--- src/crt_port_pkg.sv ---
package crt_port_pkg;

  // Control register layout
  localparam logic [31:0] CTL_RESET = 32'h0004_0000;
  localparam logic [31:0] CTL_RSVD_MASK = 32'h1c00_ffe7;
  localparam int PORT_EN_BIT = 31;
  localparam int SRC_SEL_LSB = 29;
  localparam int FLAG_LSB = 24;
  localparam int AUTO_BIT = 23;
  localparam int WIN_LEN_BIT = 22;
  localparam int WARM_BIT = 21;
  localparam int REPEAT_BIT = 20;
  localparam int THR_LSB = 18;
  localparam int REF_SEL_BIT = 17;
  localparam int KICK_BIT = 16;
  localparam int VPOL_BIT = 4;
  localparam int HPOL_BIT = 3;

  localparam logic [1:0] SRC_RESERVED = 2'h3;
  localparam logic [1:0] THR_RESET = 2'h1;
  localparam logic [1:0] FLAGS_RESET = 2'h0;

  // Timing, each figure in its own unit
  localparam longint unsigned CLK_PERIOD_PS = 100000;
  localparam longint unsigned RAW_CLK_PERIOD_PS = 8000;
  localparam longint unsigned WIN_SHORT_RAW = 64;
  localparam longint unsigned WIN_LONG_RAW = 128;
  localparam longint unsigned WARM_SHORT_MS = 4;
  localparam longint unsigned WARM_LONG_MS = 8;
  localparam longint unsigned REPEAT_SHORT_S = 2;
  localparam longint unsigned REPEAT_LONG_S = 4;
  localparam longint unsigned PS_PER_MS = 1000000000;
  localparam longint unsigned PS_PER_S = 64'h0000_00e8_d4a5_1000;

  // Window is a least time: round up
  localparam int unsigned WIN_SHORT_CYCLES =
    int'((WIN_SHORT_RAW * RAW_CLK_PERIOD_PS + CLK_PERIOD_PS - 1) / CLK_PERIOD_PS);
  localparam int unsigned WIN_LONG_CYCLES =
    int'((WIN_LONG_RAW * RAW_CLK_PERIOD_PS + CLK_PERIOD_PS - 1) / CLK_PERIOD_PS);
  localparam int unsigned WARM_SHORT_DEFAULT =
    int'((WARM_SHORT_MS * PS_PER_MS + CLK_PERIOD_PS - 1) / CLK_PERIOD_PS);
  localparam int unsigned WARM_LONG_DEFAULT =
    int'((WARM_LONG_MS * PS_PER_MS + CLK_PERIOD_PS - 1) / CLK_PERIOD_PS);
  localparam int unsigned REPEAT_SHORT_DEFAULT =
    int'((REPEAT_SHORT_S * PS_PER_S + CLK_PERIOD_PS - 1) / CLK_PERIOD_PS);
  localparam int unsigned REPEAT_LONG_DEFAULT =
    int'((REPEAT_LONG_S * PS_PER_S + CLK_PERIOD_PS - 1) / CLK_PERIOD_PS);

  typedef enum logic [3:0] {
    ST_IDLE = 4'h1,
    ST_WARM = 4'h2,
    ST_WINDOW = 4'h4,
    ST_LATCH = 4'h8
  } detect_state_t;

  function automatic logic pick_pipe(input logic [1:0] sel, input logic [2:0] vec);
    logic bit_out;
    bit_out = 1'b0;
    case (sel)
      2'h0: bit_out = vec[0];
      2'h1: bit_out = vec[1];
      2'h2: bit_out = vec[2];
      default: bit_out = 1'b0;
    endcase
    return bit_out;
  endfunction

endpackage

--- src/detect_timer.sv ---
`timescale 1ns/1ps
`default_nettype none
module detect_timer #(
  parameter int WIDTH = 17
) (
  input wire logic clk_sys,
  input wire logic reset_n,
  input wire logic ce,
  input wire logic load,
  input wire logic [WIDTH-1:0] load_value,
  input wire logic run,
  output logic expired
);

  logic [WIDTH-1:0] count_r;
  logic [WIDTH-1:0] count_nxt;

  always_comb
  begin
    count_nxt = count_r;
    if (load)
    begin
      count_nxt = load_value;
    end
    else if (run && (count_r != '0))
    begin
      count_nxt = count_r - WIDTH'(1);
    end
  end

  always_ff @(posedge clk_sys or negedge reset_n)
  begin
    if (!reset_n)
    begin
      count_r <= '0;
    end
    else if (ce)
    begin
      count_r <= count_nxt;
    end
  end

  assign expired = (count_r == '0);

endmodule
`default_nettype wire

--- src/crt_sync_stage.sv ---
`timescale 1ns/1ps
`default_nettype none
module crt_sync_stage (
  input wire logic clk_sys,
  input wire logic reset_n,
  input wire logic ce,
  input wire logic port_en,
  input wire logic [1:0] src_sel,
  input wire logic hpol,
  input wire logic vpol,
  input wire logic [2:0] pipe_hsync,
  input wire logic [2:0] pipe_vsync,
  output logic hsync_out,
  output logic vsync_out,
  output logic source_valid
);

  logic hsync_r;
  logic vsync_r;
  logic valid_r;
  logic hsync_nxt;
  logic vsync_nxt;
  logic valid_nxt;

  // Reserved source code drives nothing, syncs parked inactive
  always_comb
  begin
    valid_nxt = port_en && (src_sel != crt_port_pkg::SRC_RESERVED); // RULE1 RULE2
    hsync_nxt = ~hpol; // RULE16
    vsync_nxt = ~vpol; // RULE15
    if (valid_nxt)
    begin
      hsync_nxt = crt_port_pkg::pick_pipe(src_sel, pipe_hsync) ~^ hpol; // RULE16
      vsync_nxt = crt_port_pkg::pick_pipe(src_sel, pipe_vsync) ~^ vpol; // RULE15
    end
  end

  // Reset polarity fields are zero, so the parked level is high
  always_ff @(posedge clk_sys or negedge reset_n)
  begin
    if (!reset_n)
    begin
      hsync_r <= 1'b1;
      vsync_r <= 1'b1;
      valid_r <= 1'b0;
    end
    else if (ce)
    begin
      hsync_r <= hsync_nxt;
      vsync_r <= vsync_nxt;
      valid_r <= valid_nxt;
    end
  end

  assign hsync_out = hsync_r;
  assign vsync_out = vsync_r;
  assign source_valid = valid_r;

endmodule
`default_nettype wire

--- src/analog_crt_port_control.sv ---
// Summary of operation
// RULE1: Port enable gates DAC and both syncs
// RULE2: Bits 30:29 pick pipe A/B/C; 11b reserved
// RULE3: Attach change loads channel flags at 25:24
// RULE4: Writing ones clears flags; zeros keep them
// RULE5: Any flag edge raises the hot-plug event
// RULE6: Bit 23 enables periodic automatic detection
// RULE7: Bit 22 picks 64 or 128 reference periods
// RULE8: Bit 21 picks 4 ms or 8 ms warm-up
// RULE9: Bit 20 picks 2 s or 4 s repeat
// RULE10: Bits 19:18 threshold code, reset 01b
// RULE11: Software sets bit 17 only with 11b
// RULE12: Writing bit 16 forces one detect cycle
// RULE13: Forced cycle end clears bit 16, records result
// RULE14: Software clears flags after forced detection
// RULE15: Bit 4 sets vsync polarity and idle level
// RULE16: Bit 3 sets hsync polarity and idle level
// RULE17: Control register resets to 00040000h
// RULE18: Warm-up, window sampling, latch; auto repeats
// RULE19: Reserved bits read zero, ignore writes
`timescale 1ns/1ps
`default_nettype none
module analog_crt_port_control #(
  parameter int unsigned WARM_SHORT_CYCLES = crt_port_pkg::WARM_SHORT_DEFAULT,
  parameter int unsigned WARM_LONG_CYCLES = crt_port_pkg::WARM_LONG_DEFAULT,
  parameter int unsigned REPEAT_SHORT_CYCLES = crt_port_pkg::REPEAT_SHORT_DEFAULT,
  parameter int unsigned REPEAT_LONG_CYCLES = crt_port_pkg::REPEAT_LONG_DEFAULT
) (
  input wire logic clk_sys,
  input wire logic reset_n,
  input wire logic ce,
  input wire logic reg_wr_en,
  input wire logic [31:0] reg_wr_data,
  output logic [31:0] reg_rd_data,
  input wire logic [2:0] pipe_running,
  input wire logic [2:0] pipe_hsync,
  input wire logic [2:0] pipe_vsync,
  input wire logic cmp_blue,
  input wire logic cmp_green,
  output logic dac_enable,
  output logic [1:0] source_select,
  output logic source_valid,
  output logic hsync_out,
  output logic vsync_out,
  output logic detect_active,
  output logic detect_sampling,
  output logic [1:0] comparator_threshold_code,
  output logic comparator_reference_select,
  output logic hotplug_event
);

  localparam int WARM_W = 17;
  localparam int REPEAT_W = 26;

  ////////////////////////////////////////////////////////////////////////////////
  // Control register

  logic port_en_r;
  logic [1:0] src_sel_r;
  logic [1:0] attach_channel_flags_r;
  logic auto_attach_detect_on_r;
  logic detect_window_length_r;
  logic detector_warm_delay_r;
  logic detect_repeat_interval_r;
  logic [1:0] thr_code_r;
  logic ref_sel_r;
  logic forced_detect_kick_r;
  logic vpol_r;
  logic hpol_r;
  logic event_r;

  logic port_en_nxt;
  logic [1:0] src_sel_nxt;
  logic [1:0] flags_nxt;
  logic auto_nxt;
  logic win_len_nxt;
  logic warm_nxt;
  logic repeat_nxt;
  logic [1:0] thr_code_nxt;
  logic ref_sel_nxt;
  logic kick_nxt;
  logic vpol_nxt;
  logic hpol_nxt;
  logic event_nxt;

  // Sequencer signals used by the register group
  crt_port_pkg::detect_state_t state_r;
  crt_port_pkg::detect_state_t state_nxt;
  logic [1:0] acc_r;
  logic [1:0] acc_nxt;
  logic [1:0] last_attach_r;
  logic [1:0] last_nxt;
  logic forced_cycle_r;
  logic forced_nxt;
  logic win_long_r;
  logic win_long_nxt;
  logic flag_load;

  always_comb
  begin
    port_en_nxt = port_en_r;
    src_sel_nxt = src_sel_r;
    auto_nxt = auto_attach_detect_on_r;
    win_len_nxt = detect_window_length_r;
    warm_nxt = detector_warm_delay_r;
    repeat_nxt = detect_repeat_interval_r;
    thr_code_nxt = thr_code_r;
    ref_sel_nxt = ref_sel_r;
    vpol_nxt = vpol_r;
    hpol_nxt = hpol_r;
    flags_nxt = attach_channel_flags_r;
    kick_nxt = forced_detect_kick_r;
    // Kick clears itself once its own cycle has latched
    if ((state_r == crt_port_pkg::ST_LATCH) && forced_cycle_r)
    begin
      kick_nxt = 1'b0; // RULE13
    end
    if (reg_wr_en)
    begin
      port_en_nxt = reg_wr_data[crt_port_pkg::PORT_EN_BIT]; // RULE1
      src_sel_nxt = reg_wr_data[crt_port_pkg::SRC_SEL_LSB +: 2]; // RULE2
      auto_nxt = reg_wr_data[crt_port_pkg::AUTO_BIT]; // RULE6
      win_len_nxt = reg_wr_data[crt_port_pkg::WIN_LEN_BIT]; // RULE7
      warm_nxt = reg_wr_data[crt_port_pkg::WARM_BIT]; // RULE8
      repeat_nxt = reg_wr_data[crt_port_pkg::REPEAT_BIT]; // RULE9
      thr_code_nxt = reg_wr_data[crt_port_pkg::THR_LSB +: 2]; // RULE10
      ref_sel_nxt = reg_wr_data[crt_port_pkg::REF_SEL_BIT];
      vpol_nxt = reg_wr_data[crt_port_pkg::VPOL_BIT]; // RULE15
      hpol_nxt = reg_wr_data[crt_port_pkg::HPOL_BIT]; // RULE16
      flags_nxt = flags_nxt & ~reg_wr_data[crt_port_pkg::FLAG_LSB +: 2]; // RULE4
      // A zero written to the kick never aborts a cycle in flight
      if (reg_wr_data[crt_port_pkg::KICK_BIT])
      begin
        kick_nxt = 1'b1; // RULE12
      end
    end
    // Hardware load beats a same-cycle software clear
    if (flag_load)
    begin
      flags_nxt = acc_r; // RULE3 RULE13
    end
    event_nxt = (flags_nxt != attach_channel_flags_r); // RULE5
  end

  always_ff @(posedge clk_sys or negedge reset_n)
  begin
    if (!reset_n)
    begin
      port_en_r <= crt_port_pkg::CTL_RESET[crt_port_pkg::PORT_EN_BIT]; // RULE17
      src_sel_r <= crt_port_pkg::CTL_RESET[crt_port_pkg::SRC_SEL_LSB +: 2];
      attach_channel_flags_r <= crt_port_pkg::FLAGS_RESET;
      auto_attach_detect_on_r <= crt_port_pkg::CTL_RESET[crt_port_pkg::AUTO_BIT];
      detect_window_length_r <= crt_port_pkg::CTL_RESET[crt_port_pkg::WIN_LEN_BIT];
      detector_warm_delay_r <= crt_port_pkg::CTL_RESET[crt_port_pkg::WARM_BIT];
      detect_repeat_interval_r <= crt_port_pkg::CTL_RESET[crt_port_pkg::REPEAT_BIT];
      thr_code_r <= crt_port_pkg::THR_RESET; // RULE10
      ref_sel_r <= crt_port_pkg::CTL_RESET[crt_port_pkg::REF_SEL_BIT];
      forced_detect_kick_r <= crt_port_pkg::CTL_RESET[crt_port_pkg::KICK_BIT];
      vpol_r <= crt_port_pkg::CTL_RESET[crt_port_pkg::VPOL_BIT];
      hpol_r <= crt_port_pkg::CTL_RESET[crt_port_pkg::HPOL_BIT];
      event_r <= 1'b0;
    end
    else if (ce)
    begin
      port_en_r <= port_en_nxt;
      src_sel_r <= src_sel_nxt;
      attach_channel_flags_r <= flags_nxt;
      auto_attach_detect_on_r <= auto_nxt;
      detect_window_length_r <= win_len_nxt;
      detector_warm_delay_r <= warm_nxt;
      detect_repeat_interval_r <= repeat_nxt;
      thr_code_r <= thr_code_nxt;
      ref_sel_r <= ref_sel_nxt;
      forced_detect_kick_r <= kick_nxt;
      vpol_r <= vpol_nxt;
      hpol_r <= hpol_nxt;
      event_r <= event_nxt;
    end
  end

  // Reserved positions are simply never assembled
  always_comb
  begin
    reg_rd_data = 32'h0000_0000; // RULE19
    reg_rd_data[crt_port_pkg::PORT_EN_BIT] = port_en_r;
    reg_rd_data[crt_port_pkg::SRC_SEL_LSB +: 2] = src_sel_r;
    reg_rd_data[crt_port_pkg::FLAG_LSB +: 2] = attach_channel_flags_r;
    reg_rd_data[crt_port_pkg::AUTO_BIT] = auto_attach_detect_on_r;
    reg_rd_data[crt_port_pkg::WIN_LEN_BIT] = detect_window_length_r;
    reg_rd_data[crt_port_pkg::WARM_BIT] = detector_warm_delay_r;
    reg_rd_data[crt_port_pkg::REPEAT_BIT] = detect_repeat_interval_r;
    reg_rd_data[crt_port_pkg::THR_LSB +: 2] = thr_code_r;
    reg_rd_data[crt_port_pkg::REF_SEL_BIT] = ref_sel_r;
    reg_rd_data[crt_port_pkg::KICK_BIT] = forced_detect_kick_r;
    reg_rd_data[crt_port_pkg::VPOL_BIT] = vpol_r;
    reg_rd_data[crt_port_pkg::HPOL_BIT] = hpol_r;
  end

  ////////////////////////////////////////////////////////////////////////////////
  // Detect sequencer

  logic seq_load;
  logic [WARM_W-1:0] seq_load_value;
  logic seq_expired;
  logic repeat_expired;
  logic feed_running;
  logic auto_start;
  logic repeat_load;
  logic repeat_run;
  logic [REPEAT_W-1:0] repeat_value;

  // Interval only elapses while the feeding pipe is dark
  assign feed_running = crt_port_pkg::pick_pipe(src_sel_r, pipe_running);
  assign repeat_value = detect_repeat_interval_r ? REPEAT_W'(REPEAT_LONG_CYCLES - 1)
                                                 : REPEAT_W'(REPEAT_SHORT_CYCLES - 1); // RULE9
  assign repeat_load = !auto_attach_detect_on_r || (state_r == crt_port_pkg::ST_LATCH); // RULE18
  assign repeat_run = (state_r == crt_port_pkg::ST_IDLE) && !feed_running;
  assign auto_start = auto_attach_detect_on_r && repeat_expired && !feed_running; // RULE6

  always_comb
  begin
    state_nxt = state_r;
    acc_nxt = acc_r;
    last_nxt = last_attach_r;
    forced_nxt = forced_cycle_r;
    win_long_nxt = win_long_r;
    seq_load = 1'b0;
    seq_load_value = detector_warm_delay_r ? WARM_W'(WARM_LONG_CYCLES - 1)
                                           : WARM_W'(WARM_SHORT_CYCLES - 1); // RULE8
    flag_load = 1'b0;
    case (state_r)
      crt_port_pkg::ST_IDLE:
      begin
        if (forced_detect_kick_r || auto_start) // RULE12
        begin
          state_nxt = crt_port_pkg::ST_WARM; // RULE18
          seq_load = 1'b1;
          forced_nxt = forced_detect_kick_r;
          win_long_nxt = detect_window_length_r;
          acc_nxt = 2'h0;
        end
      end
      crt_port_pkg::ST_WARM:
      begin
        if (seq_expired)
        begin
          state_nxt = crt_port_pkg::ST_WINDOW; // RULE18
          seq_load = 1'b1;
          seq_load_value = win_long_r ? WARM_W'(crt_port_pkg::WIN_LONG_CYCLES - 1)
                                      : WARM_W'(crt_port_pkg::WIN_SHORT_CYCLES - 1); // RULE7
        end
      end
      crt_port_pkg::ST_WINDOW:
      begin
        // Any loaded sample during the window counts as attached
        acc_nxt = acc_r | {cmp_green, cmp_blue};
        if (seq_expired)
        begin
          state_nxt = crt_port_pkg::ST_LATCH;
        end
      end
      crt_port_pkg::ST_LATCH:
      begin
        state_nxt = crt_port_pkg::ST_IDLE;
        // Auto switched off mid-cycle: result dropped unless forced
        if (forced_cycle_r || auto_attach_detect_on_r) // RULE6
        begin
          last_nxt = acc_r;
          flag_load = forced_cycle_r || (acc_r != last_attach_r); // RULE3 RULE13
        end
        forced_nxt = 1'b0;
      end
      default:
      begin
        state_nxt = crt_port_pkg::ST_IDLE;
      end
    endcase
  end

  always_ff @(posedge clk_sys or negedge reset_n)
  begin
    if (!reset_n)
    begin
      state_r <= crt_port_pkg::ST_IDLE;
      acc_r <= 2'h0;
      last_attach_r <= 2'h0;
      forced_cycle_r <= 1'b0;
      win_long_r <= 1'b0;
    end
    else if (ce)
    begin
      state_r <= state_nxt;
      acc_r <= acc_nxt;
      last_attach_r <= last_nxt;
      forced_cycle_r <= forced_nxt;
      win_long_r <= win_long_nxt;
    end
  end

  detect_timer #(.WIDTH(WARM_W)) seq_timer (
    .clk_sys(clk_sys),
    .reset_n(reset_n),
    .ce(ce),
    .load(seq_load),
    .load_value(seq_load_value),
    .run(1'b1),
    .expired(seq_expired)
  );

  detect_timer #(.WIDTH(REPEAT_W)) repeat_timer (
    .clk_sys(clk_sys),
    .reset_n(reset_n),
    .ce(ce),
    .load(repeat_load),
    .load_value(repeat_value),
    .run(repeat_run),
    .expired(repeat_expired)
  );

  crt_sync_stage sync_stage (
    .clk_sys(clk_sys),
    .reset_n(reset_n),
    .ce(ce),
    .port_en(port_en_r),
    .src_sel(src_sel_r),
    .hpol(hpol_r),
    .vpol(vpol_r),
    .pipe_hsync(pipe_hsync),
    .pipe_vsync(pipe_vsync),
    .hsync_out(hsync_out),
    .vsync_out(vsync_out),
    .source_valid(source_valid)
  );

  assign dac_enable = port_en_r; // RULE1
  assign source_select = src_sel_r;
  assign detect_active = (state_r == crt_port_pkg::ST_WARM) || (state_r == crt_port_pkg::ST_WINDOW);
  assign detect_sampling = (state_r == crt_port_pkg::ST_WINDOW);
  assign comparator_threshold_code = thr_code_r; // RULE10
  assign comparator_reference_select = ref_sel_r; // RULE11
  assign hotplug_event = event_r; // RULE5

  ////////////////////////////////////////////////////////////////////////////////
  // Checks

  logic [7:0] win_cnt_r;

  always_ff @(posedge clk_sys or negedge reset_n)
  begin
    if (!reset_n)
    begin
      win_cnt_r <= 8'h00;
    end
    else if (ce)
    begin
      if (state_r == crt_port_pkg::ST_WINDOW)
      begin
        win_cnt_r <= win_cnt_r + 8'h01;
      end
      else if (state_r == crt_port_pkg::ST_IDLE)
      begin
        win_cnt_r <= 8'h00;
      end
    end
  end
endmodule
`default_nettype wire

--- config.mk ---
export PLATFORM = sky130hd
export DESIGN_NAME = analog_crt_port_control
export DESIGN_NICKNAME = d
export VERILOG_FILES = /design/src/crt_port_pkg.sv /design/src/detect_timer.sv /design/src/crt_sync_stage.sv /design/src/analog_crt_port_control.sv
export SDC_FILE = /design/constraint.sdc
export NUM_CORES = 1
export LEC_CHECK = 0
export ABC_CLOCK_PERIOD_IN_PS = 5050
export BUFFER_PORTS_ARGS = -buffer_cell sky130_fd_sc_hd__buf_2
export CORE_MARGIN = 8
export CORE_UTILIZATION = 44
export CTS_CLUSTER_DIAMETER = 80
export DETAILED_ROUTE_END_ITERATION = 12
export GPL_TIMING_DRIVEN = 0
export PLACE_DENSITY = 0.76
export SLEW_MARGIN = 20
export SYNTH_ARGS = -nofsm -noshare
export SYNTH_HDL_FRONTEND = slang
export SYNTH_SLANG_ARGS = --single-unit
--- constraint.sdc ---
create_clock -name clk_sys -period 5.05 [get_ports clk_sys]
set_input_delay 1.01 -clock clk_sys [delete_from_list [all_inputs] [get_ports clk_sys]]
set_output_delay 1.01 -clock clk_sys [all_outputs]
set_load 0.01 [all_outputs]
# After elaboration in Yosys (flattened, before gate mapping)

Cells that the tools add are included.

Flip-flop bits (word level): 72
Bits in latches: 0
Bits in writable memories: 0
ROM bits: 0
Input port bits: 47
Output and inout port bits: 44
Logic and storage cells: 108
Memories kept: 0

Add/sub/neg operators: 2
Multipliers: 0
Divide/modulo/power cells: 0
$lt $le $gt $ge: 0
Equal/unequal tests: 12
Shift-type cells: 0
Multiplexer cells: 34
Bitwise gates (word level): 7
Reductions and logical operators: 30

Operators by type and width:

| kind                                                                     | count |
|---|---|
| 17-bit 2-to-1 mux                                                        | 5 |
| 26-bit 2-to-1 mux                                                        | 3 |
| 26-bit logical NOT                                                       | 1 |
| 26-bit nonzero test                                                      | 1 |
| 26-bit by 1-bit subtractor with 26-bit output (second input constant)    | 1 |
| 17-bit logical NOT                                                       | 1 |
| 17-bit nonzero test                                                      | 1 |
| 17-bit by 1-bit subtractor with 17-bit output (second input constant)    | 1 |
| 4-bit 2-to-1 mux                                                         | 4 |
| 1-bit 2-to-1 mux                                                         | 12 |
| 4-bit one-hot mux with 3 select lines                                    | 1 |
| 3-bit AND reduction                                                      | 4 |
| 1-bit one-hot mux with 3 select lines                                    | 3 |
| 2-bit nonzero test                                                       | 4 |
| 1-bit logical AND                                                        | 6 |
| 2-bit 2-to-1 mux                                                         | 3 |
| 2-bit AND reduction                                                      | 3 |
| 1-bit logical OR                                                         | 5 |
| 4-bit by 1-bit == test with 1-bit output (second input constant)         | 1 |
| 4-bit by 2-bit == test with 1-bit output (second input constant)         | 1 |
| 4-bit by 3-bit == test with 1-bit output (second input constant)         | 1 |
| 4-bit == test (second input constant)                                    | 1 |
| 2-bit by 1-bit inequality test with 1-bit output (second input constant) | 2 |
| 2-bit inequality test                                                    | 2 |
| 13 further kinds                                                         | 18 |

# Logic depth before layout (Yosys ltp)

Gate-level depths: netlist of the first run.

Word-level depth: 9
Depth in mapped cells: 10
Gate-level depth less buffers: 8

# Modules after synthesis

Synthesis of the first run repeated with hierarchy kept, for this count alone.

Cells, all modules: 543
Area total of the unflattened synthesis: 4899.7 um^2

By module, submodules not included:

| module                      | instances | cells an instance | area each (um^2) | sequential area each (um^2) |
|---|---|---|---|---|
| detect_timer (repeat_timer) | 1         | 231               | 1951.9           | 650.6 |
| analog_crt_port_control     | 1         | 147               | 1520.2           | 653.1 |
| detect_timer (seq_timer)    | 1         | 137               | 1187.4           | 425.4 |
| crt_sync_stage              | 1         | 28                | 240.2            | 77.6 |

# Worst setup path after synthesis of the first run

No wires, ideal clock.

Path type: register -> output
Start point: register state_r[3]
End point: output port detect_active
Arrival time: 1.503 ns
Required time: 4.040 ns
Slack: 2.537 ns
Cell stages (with the launch flop): 4
Path buffers: 0
Cell sequence: dfrtp_1 nor4b_1 inv_1 nand2_1

Cells in the longest elaborated chain, start to end: 2
Elaborated cells on any way between the ends: 3
Classes of those cells: 2 x eq/ne; 1 x reduce/logical

Ends and longest elaborated chain:

| element                                  | RTL line                       | RTL |
|---|---|---|
| start: declaration                       | analog_crt_port_control.sv:87  | `crt_port_pkg::detect_state_t state_r;` |
| start signal: assignment                 | analog_crt_port_control.sv:284 | `state_r <= crt_port_pkg::ST_IDLE;` |
| start signal: assignment                 | analog_crt_port_control.sv:292 | `state_r <= state_nxt;` |
| 4-bit by 3-bit == test with 1-bit output | n/a                            |  |
| named net detect_sampling                | analog_crt_port_control.sv:46  | `output logic detect_sampling,` |
| 1-bit logical OR                         | analog_crt_port_control.sv:337 | `assign detect_active = (state_r == crt_port_pkg::ST_WARM) \|\| (state_r == crt_port_pkg::ST_WINDOW);` |
| end: declaration                         | analog_crt_port_control.sv:45  | `output logic detect_active,` |

The timed path passes the listed nets, and every way through them passes these cells.

# Final worst setup path of the first run

Start point: register state_r[3]
End point: output port detect_active

Cells in the longest elaborated chain, start to end: 2
Elaborated cells on any way between the ends: 3
Classes of those cells: 2 x eq/ne; 1 x reduce/logical

Ends and longest elaborated chain:

| element                                                                                                     | RTL line |
|---|---|
| 4-bit by 2-bit == test with 1-bit output / 4-bit by 3-bit == test with 1-bit output (equally long branches) | analog_crt_port_control.sv:337 |
| 1-bit logical OR *                                                                                          | analog_crt_port_control.sv:337 |

Mark *: on every way between the ends. The rest lies on a longest branch, timed or not.

==> summary.md, run 1 <==
| Metric | Value |
|---|---|
| Row Count | `36` |
| Min Clock Period, post-route | `2.96 ns` |
| Die height | `116 um` |
| Worst slew pin tran | `0.734 ns` |
| Fmax | `338 MHz` |
| Total of max-cap violations | `0` |
| Share of cells above drive strength 1 | `0.270` |
| 1st-pass router iterations | `5` |
| FFs w/ async S/R, synth | `1.00` |
| Post-CTS sizing | `0` |
| RSZ-0062 raised after global routing | `no` |
| H-tree levels | `3` |
| Worst Path Max Fanout | `7` |
| Hold Buf Count CTS | `0` |
| Final period utilization | `0.586` |
| Initial antenna violation count | `0` |
| PD cells | `377 nW/um2` |
| Post-Route Skew | `0.0165 ns` |
| Critical path arrival | `1.95 ns` |
| Die area | `13,400 um2` |
| Pre-CTS WS | `2.24 ns` |
| Synth Area per Inst | `9.31 um2` |
| Diode count | `0` |
| Largest net degree at the start of global routing | `45` |
| CTS tree | `done` |
| FF+latch count, synth | `72` |
| # nets final | `604` |
| Reg clk slew, reported paths | `0.08 ns` |
| Final WS setup | `2.09 ns` |
| Number of global-route vias before repair | `3,849` |
| Final Max Slew Viols | `0` |
| IO Port Bufs | `56` |
| Worst setup SP type | `flop` |
| TritonCTS Sinks | `72` |
| Critical Path End Type | `output port` |
| Netlist cell types | `74` |
| Final Util | `0.523` |
| Total power | `0.00192 W` |
| Worst path max stage delay | `0.71 ns` |
| Status | `complete, no violations` |
| Layout area overhead | `16.2%` |
| Critical Path RT | `4.04 ns` |
| Initial core utilization | `0.450` |
| CP cell instances | `nor4b_1, inv_1, nand2_1, buf_2` |
| Number of synthesized flops with an enable pin | `0` |
| Worst slew margin | `0.504` |
| Routability cong. | `0.883` |
| Crit-path slowest cell | `nor4b_1` |
| Total global-route track usage | `0.178` |
| Type of the tightest min-delay check | `reg -> reg` |
| Final wirelength | `11.3 mm` |
| Setup TNS | `0 ns` |
| Core box area | `9730 um2` |
| First-pass GRT wire length | `19.2 mm` |
| Final ANT Viol Nets | `0` |
| Count of final setup violators | `0` |
| Total CTS buffers | `9` |
| Vias per cell | `5.59` |
| Mapped Area | `4370 um2` |
| Top Ports | `91` |
| Root buffer cell | `clkbuf_8` |
| Clock network latency to the later pin of the worst-skew pair | `0.37 ns` |
| Cells after synthesis | `470` |
| DR DRC count | `0` |
| Routed length per instance | `16.3 um` |
| Most common flop cell mapped by yosys | `dfrtp_1` |
| Iter 0 DRT Violations | `244` |
| Register area share after synthesis | `0.413` |
| DR vias | `3,870` |
| Critical path type | `reg -> out` |
| CTS Buffer Depth | `2` |
| P_leak | `2.19 nW` |
| Worst vdd ir | `246 uV` |
| Die X | `116 um` |
| Final Hold Vio Count | `0` |
| Postcts setup bufs | `0` |
| Yosys warning total | `0` |
| Total grt overflow | `0` |
| Hpwl dp | `8.42 mm` |
[worst max-delay path: cells and delay by family, from the launching register on]
kind / cells / cell delay [ns]
DFF: 1 / 0.49
and+or+nand+nor: 2 / 0.84
buffers and inverters: 2 / 0.27
[cells by family after synthesis]
| group | count (synthesis) | share of synthesized area |
|---|---|---|
| flops | 72 | 0.413 |
| other cells | 1 | 0.000857 |
| xor+xnor | 15 | 0.0300 |
| compound gates | 117 | 0.179 |
| buf+inv | 63 | 0.0832 |
| fa+ha+maj | 3 | 0.00858 |
| mux | 22 | 0.0552 |
| simple gates | 177 | 0.230 |
[power breakdown]
group	internal [W]	total, W	switching (W)	leakage (nW)
clock network	0.000191	0.000416	0.000225	0.0930
logic	0.000280	0.000656	0.000377	1.27
registers	0.000704	0.000843	0.000140	0.834
total	0.00117	0.00192	0.000741	2.19
[through the flow]
stage,std cells,area [um2],hold WS [ns]
2_1_floorplan,486,4430,0.469
3_3_place_gp,675,4880,0.483
3_5_place_dp,676,4910,0.501
4_1_cts,692,5080,0.518
5_1_grt,692,5080,0.543
6_report,692,5080,0.518
[layout by cell type (no fill, tap or decap), drive strengths merged, types with 3 or more instances in the layout]
master,instances
nor2,31
nor4,10
clkinv,5
inv,12
nor2b,4
nand2,53
nand3,18
o22a,3
dfrtp,68
or4,3
o21ai,36
a31oi,18
and4b,3
a32o,4
or3,5
nand2b,6
dfstp,4
buf,93
clkbuf,26
ha,3
mux2i,5
nor4b,7
or2,3
and2,5
conb,17
a21o,3
xor2,10
and3,4
o211ai,5
a22o,3
nand4,6
mux2,17
a21boi,4
a21oi,20
xnor2,5
nor3,13
[cell type report]
| type | instances | area (um2) |
|---|---|---|
| buffer | 51 | 319 |
| clock buffer | 11 | 141 |
| clock inverter | 5 | 32.5 |
| fill | 936 | 4640 |
| inverter | 12 | 45.0 |
| multi-input combinational | 351 | 2260 |
| sequential | 72 | 1810 |
| tap | 133 | 166 |
| timing repair buffer | 57 | 310 |
[registers in the layout (all words and copies together) (netlist names)]
signal and flops:
last_attach_r 2, forced_cycle_r 1, attach_channel_flags_r 2, hotplug_event 1, comparator_threshold_code 2, comparator_reference_select 1, detector_warm_delay_r 1, detect_window_length_r 1
win_long_r 1, detect_repeat_interval_r 1, source_select 2, vpol_r 1, forced_detect_kick_r 1, repeat_timer.count_r 26, sync_stage.source_valid 1, auto_attach_detect_on_r 1
seq_timer.count_r 17, acc_r 2, dac_enable 1, hpol_r 1, sync_stage.hsync_out 1, sync_stage.vsync_out 1, state_r 4
[layer usage]
layer  global-route usage  routed length, um  vias to the layer above
li1                     -                  -                     1836
met1                0.219               4850                     1868
met3               0.0464                695                       19
met2                0.297               5560                      147
met4               0.0605                165                        0
met5                    0                  0                        -
[path summary, 6_finish.rpt]
check / start / end / slack (ns) / cells after the start
worst min-delay path: last_attach_r[1] / last_attach_r[1] / 0.52 / 2
worst max register to register: repeat_timer.count_r[21] / repeat_timer.count_r[25] / 2.49 / 7
worst min register to register: last_attach_r[1] / last_attach_r[1] / 0.52 / 2
min in group asynchronous: reset_n / seq_timer.count_r[12] / 0.57 / 1
worst max-delay path: state_r[3] / detect_active / 2.09 / 4
max in group asynchronous: reset_n / comparator_threshold_code[0] / 3.87 / 2
[synth_stat cells (all sizes together) (3+ instances only)]
library cell / instances / area share
a32o: 4 / 0.0092
buf: 36 / 0.060
nor4: 10 / 0.025
o211ai: 5 / 0.0086
a21boi: 4 / 0.0069
and4b: 3 / 0.0069
xnor2: 5 / 0.010
nor2: 31 / 0.030
a21oi: 20 / 0.025
a31oi: 18 / 0.029
nor3: 13 / 0.015
dfstp: 4 / 0.024
nand2: 53 / 0.046
clkbuf: 15 / 0.013
and2: 5 / 0.0072
mux2: 17 / 0.044
dfrtp: 68 / 0.39
nand4: 6 / 0.0086
mux2i: 5 / 0.011
inv: 12 / 0.010
xor2: 10 / 0.020
nor2b: 4 / 0.0057
a21o: 3 / 0.0054
or2: 3 / 0.0043
nor4b: 7 / 0.020
a22o: 3 / 0.0060
o21ai: 36 / 0.041
nand2b: 6 / 0.0086
nand3: 18 / 0.021
or4: 3 / 0.0069
o22a: 3 / 0.0060
ha: 3 / 0.0086
and3: 4 / 0.0057
or3: 5 / 0.0074
Power figures use the tool's default switching activity.
==> run 2: changes to the inputs <==
--- a/config.mk
+++ b/config.mk
@@ -5,14 +5,14 @@
 export SDC_FILE = /design/constraint.sdc
 export NUM_CORES = 1
 export LEC_CHECK = 0
-export ABC_CLOCK_PERIOD_IN_PS = 5050
+export ABC_CLOCK_PERIOD_IN_PS = 2640
 export BUFFER_PORTS_ARGS = -buffer_cell sky130_fd_sc_hd__buf_2
 export CORE_MARGIN = 8
 export CORE_UTILIZATION = 44
 export CTS_CLUSTER_DIAMETER = 80
 export DETAILED_ROUTE_END_ITERATION = 12
 export GPL_TIMING_DRIVEN = 0
-export PLACE_DENSITY = 0.76
+export PLACE_DENSITY = 0.79
 export SLEW_MARGIN = 20
 export SYNTH_ARGS = -nofsm -noshare
 export SYNTH_HDL_FRONTEND = slang
==> constraint.sdc (replaced) <==
create_clock -name clk_sys -period 2.64 [get_ports clk_sys]
set_input_delay 0.528 -clock clk_sys [delete_from_list [all_inputs] [get_ports clk_sys]]
set_output_delay 0.528 -clock clk_sys [all_outputs]
set_load 0.01 [all_outputs]
==> run 2 against run 1 <==
Net effect:
- worst setup slack worse by 2.0 ns
- critical path depth rose by 2
- clock power increased by 85%
- register-to-register slack got worse by 2.4 ns
- non-clock buffer count is the same
- largest cell class unchanged
==> summary.md, run 2 (synthesis gave the netlist of run 1 again) <==
| Metric | Value |
|---|---|
| P_sw | `0.00141 W (was 0.000741 W)` |
| Min Clock Period, post-route | `2.52 ns` |
| CTS Buffer Depth | `2 (unchanged)` |
| Die X | `116 um (unchanged)` |
| Final Util | `0.525 (was 0.523)` |
| Worst slew pin tran | `0.729 ns (was 0.734 ns)` |
| Layout area overhead | `16.8% (was 16.2%)` |
| Hpwl dp | `8.41 mm (was 8.42 mm)` |
| Die area | `13,400 um2 (unchanged)` |
| Worst reg-to-reg setup slack | `0.12 ns (was 2.49 ns)` |
| Total power | `0.00366 W (was 0.00192 W)` |
| Row Count | `36 (unchanged)` |
| Critical path arrival | `2.75 ns (was 1.95 ns)` |
| Final period utilization | `0.953` |
| Sw Ratio | `0.384 (was 0.387)` |
| TritonCTS Sinks | `72 (unchanged)` |
| Routed length per instance | `16.5 um (was 16.3 um)` |
| Fmax | `398 MHz` |
| Worst setup SP type | `flop (unchanged)` |
| Worst vdd ir | `379 uV (was 246 uV)` |
| Fillers | `912 (was 936)` |
| Worst Path Max Fanout | `9 (was 7)` |
| Status | `complete, no violations (unchanged)` |
| Leading registers by flop count | `repeat_timer.count_r x26, seq_timer.count_r x17, state_r x4 (unchanged)` |
| PD cells | `717 nW/um2 (was 377 nW/um2)` |
| Reg power frac | `0.443 (was 0.440)` |
| DR DRC count | `0 (unchanged)` |
| Critical Path End Type | `flop (was output port)` |
| Area of the multi-input gates | `2290 um2 (was 2260 um2)` |
| CTS tree | `done (unchanged)` |
| Final wirelength | `11.4 mm (was 11.3 mm)` |
| Largest net degree at the start of global routing | `59 (was 45)` |
| Count of final setup violators | `0 (unchanged)` |
| R2r worst-path depth | `6 (was 7)` |
| # nets final | `604 (unchanged)` |
| Root buffer cell | `clkbuf_8 (unchanged)` |
| First-pass GRT wire length | `18.4 mm (was 19.2 mm)` |
| H-tree levels | `3 (unchanged)` |
| Combinational power share | `0.347 (was 0.343)` |
| Worst slew margin | `0.507 (was 0.504)` |
| Routability cong. | `0.892 (was 0.883)` |
| Largest register by flop count | `repeat_timer.count_r (unchanged)` |
| Final Hold Vio Count | `0 (unchanged)` |
| Commonest non-fill, non-tap cells in the layout | `dfrtp_1 (68), buf_2 (58), nand2_1 (52) (unchanged)` |
| Register area | `1810 um2 (unchanged)` |
| IO Port Bufs | `56 (unchanged)` |
| Diode count | `0 (unchanged)` |
| Final Max Slew Viols | `0 (unchanged)` |
| RSZ-0062 raised after global routing | `yes (was no)` |
| Clock share of power | `0.210 (was 0.217)` |
| Top Ports | `91 (unchanged)` |
| Final ANT Viol Nets | `0 (unchanged)` |
| Postcts setup bufs | `0 (unchanged)` |
| Clock network latency to the later pin of the worst-skew pair | `0.35 ns (was 0.37 ns)` |
| DR vias | `3,846 (was 3,870)` |
| Hold Buf Count CTS | `0 (unchanged)` |
| Iter 0 DRT Violations | `215 (was 244)` |
| Total CTS buffers | `9 (unchanged)` |
| Initial antenna violation count | `0 (unchanged)` |
| 1st-pass router iterations | `5 (unchanged)` |
| Reg clk slew, reported paths | `0.08 ns (about the same)` |
| Critical Path RT | `2.87 ns (was 4.04 ns)` |
| Number of global-route vias before repair | `3,725 (was 3,849)` |
| Worst hold slack | `0.0380 ns (was 0.518 ns)` |
| Max FFs per register | `26 (unchanged)` |
| Initial core utilization | `0.450 (unchanged)` |
| P_int | `0.00225 W (was 0.00117 W)` |
| Vias per cell | `5.56 (was 5.59)` |
| Core box area | `9730 um2 (unchanged)` |
| Most common cell after layout, fill and taps aside | `dfrtp_1 (unchanged)` |
| Critical path type | `reg -> reg (was reg -> out)` |
| Pre-CTS WS | `0.110 ns (was 2.24 ns)` |
| Setup TNS | `0 ns (unchanged)` |
| Total global-route track usage | `0.172 (was 0.178)` |
| P_leak | `2.19 nW (about the same)` |
| Total of max-cap violations | `0 (unchanged)` |
| Type of the tightest min-delay check | `in -> async (was reg -> reg)` |
| Final WS setup | `0.125 ns (was 2.09 ns)` |
| Share of cells above drive strength 1 | `0.270 (unchanged)` |
| Post-Route Skew | `0.0116 ns (was 0.0165 ns)` |
| Die height | `116 um (unchanged)` |
| Total grt overflow | `0 (unchanged)` |
-- run 2: cell count changes in the layout (fill, tap and decap cells not counted), sizes merged --
cell	before	now
clkbuf	26	27
clkinv	5	4
-- run 2: area by class of cell --
cell class                 instances  share of cell area
timing repair buffer              57              0.0608
buffer                            51              0.0625
sequential                        72               0.354
tap                              133              0.0326
clock inverter                     4             0.00392
multi-input combinational        351               0.449
inverter                          12             0.00882
clock buffer                      12              0.0284
-- run 2: path summary, 6_finish.rpt --
check,start,endpoint
hold / removal,reset_n,seq_timer.count_r[3]
min in group clk_sys,reg_wr_data[18],comparator_threshold_code[0]
setup reg to reg,repeat_timer.count_r[21],win_long_r
hold reg to reg,repeat_timer.count_r[14],repeat_timer.count_r[14]
max in group asynchronous,reset_n,sync_stage.hsync_out
setup / recovery,repeat_timer.count_r[21],win_long_r
-- run 2: what timing repair did --
item,CTS,global route
resized for setup,0,4
endpoints found under the hold margin,0,0
setup endpoints to repair,0,8
-- run 2: critical path, stage by stage (launching register included) --
cell and delay [ns]:
dfrtp_1 0.43, or4_4 0.56, nor4_4 0.56, a31oi_4 0.21
nor2_4 0.23, nand2_1 0.14, mux2_2 0.28
-- run 2: power by group through the flow --
stage               Clock, W  Sequential [W]  Combinational, W
finish              0.000769         0.00162           0.00127
global route        0.000834         0.00166           0.00140
CTS                 0.000790         0.00160           0.00125
detailed placement         0         0.00162           0.00125
global placement           0         0.00160           0.00120
floorplan                  0         0.00157          0.000907
-- run 2: through the flow --
stage | cell area (um2) | std cells
floorplan | 4430 | 486
global placement | 4880 | 675
detailed placement | 4910 | 676
CTS | 5080 | 692
global route | 5110 | 692
finish | 5110 | 692
-- run 2: metal layers --
layer | routed length [um] | up-vias | part of all wire | global-route usage
met1 | 4680 | 1866 | 0.41 | 0.199
met3 | 596 | 21 | 0.052 | 0.0422
met4 | 204 | 0 | 0.018 | 0.0536
met2 | 5930 | 132 | 0.52 | 0.307
li1 | - | 1827 | - | -
met5 | 0 | - | 0 | 0
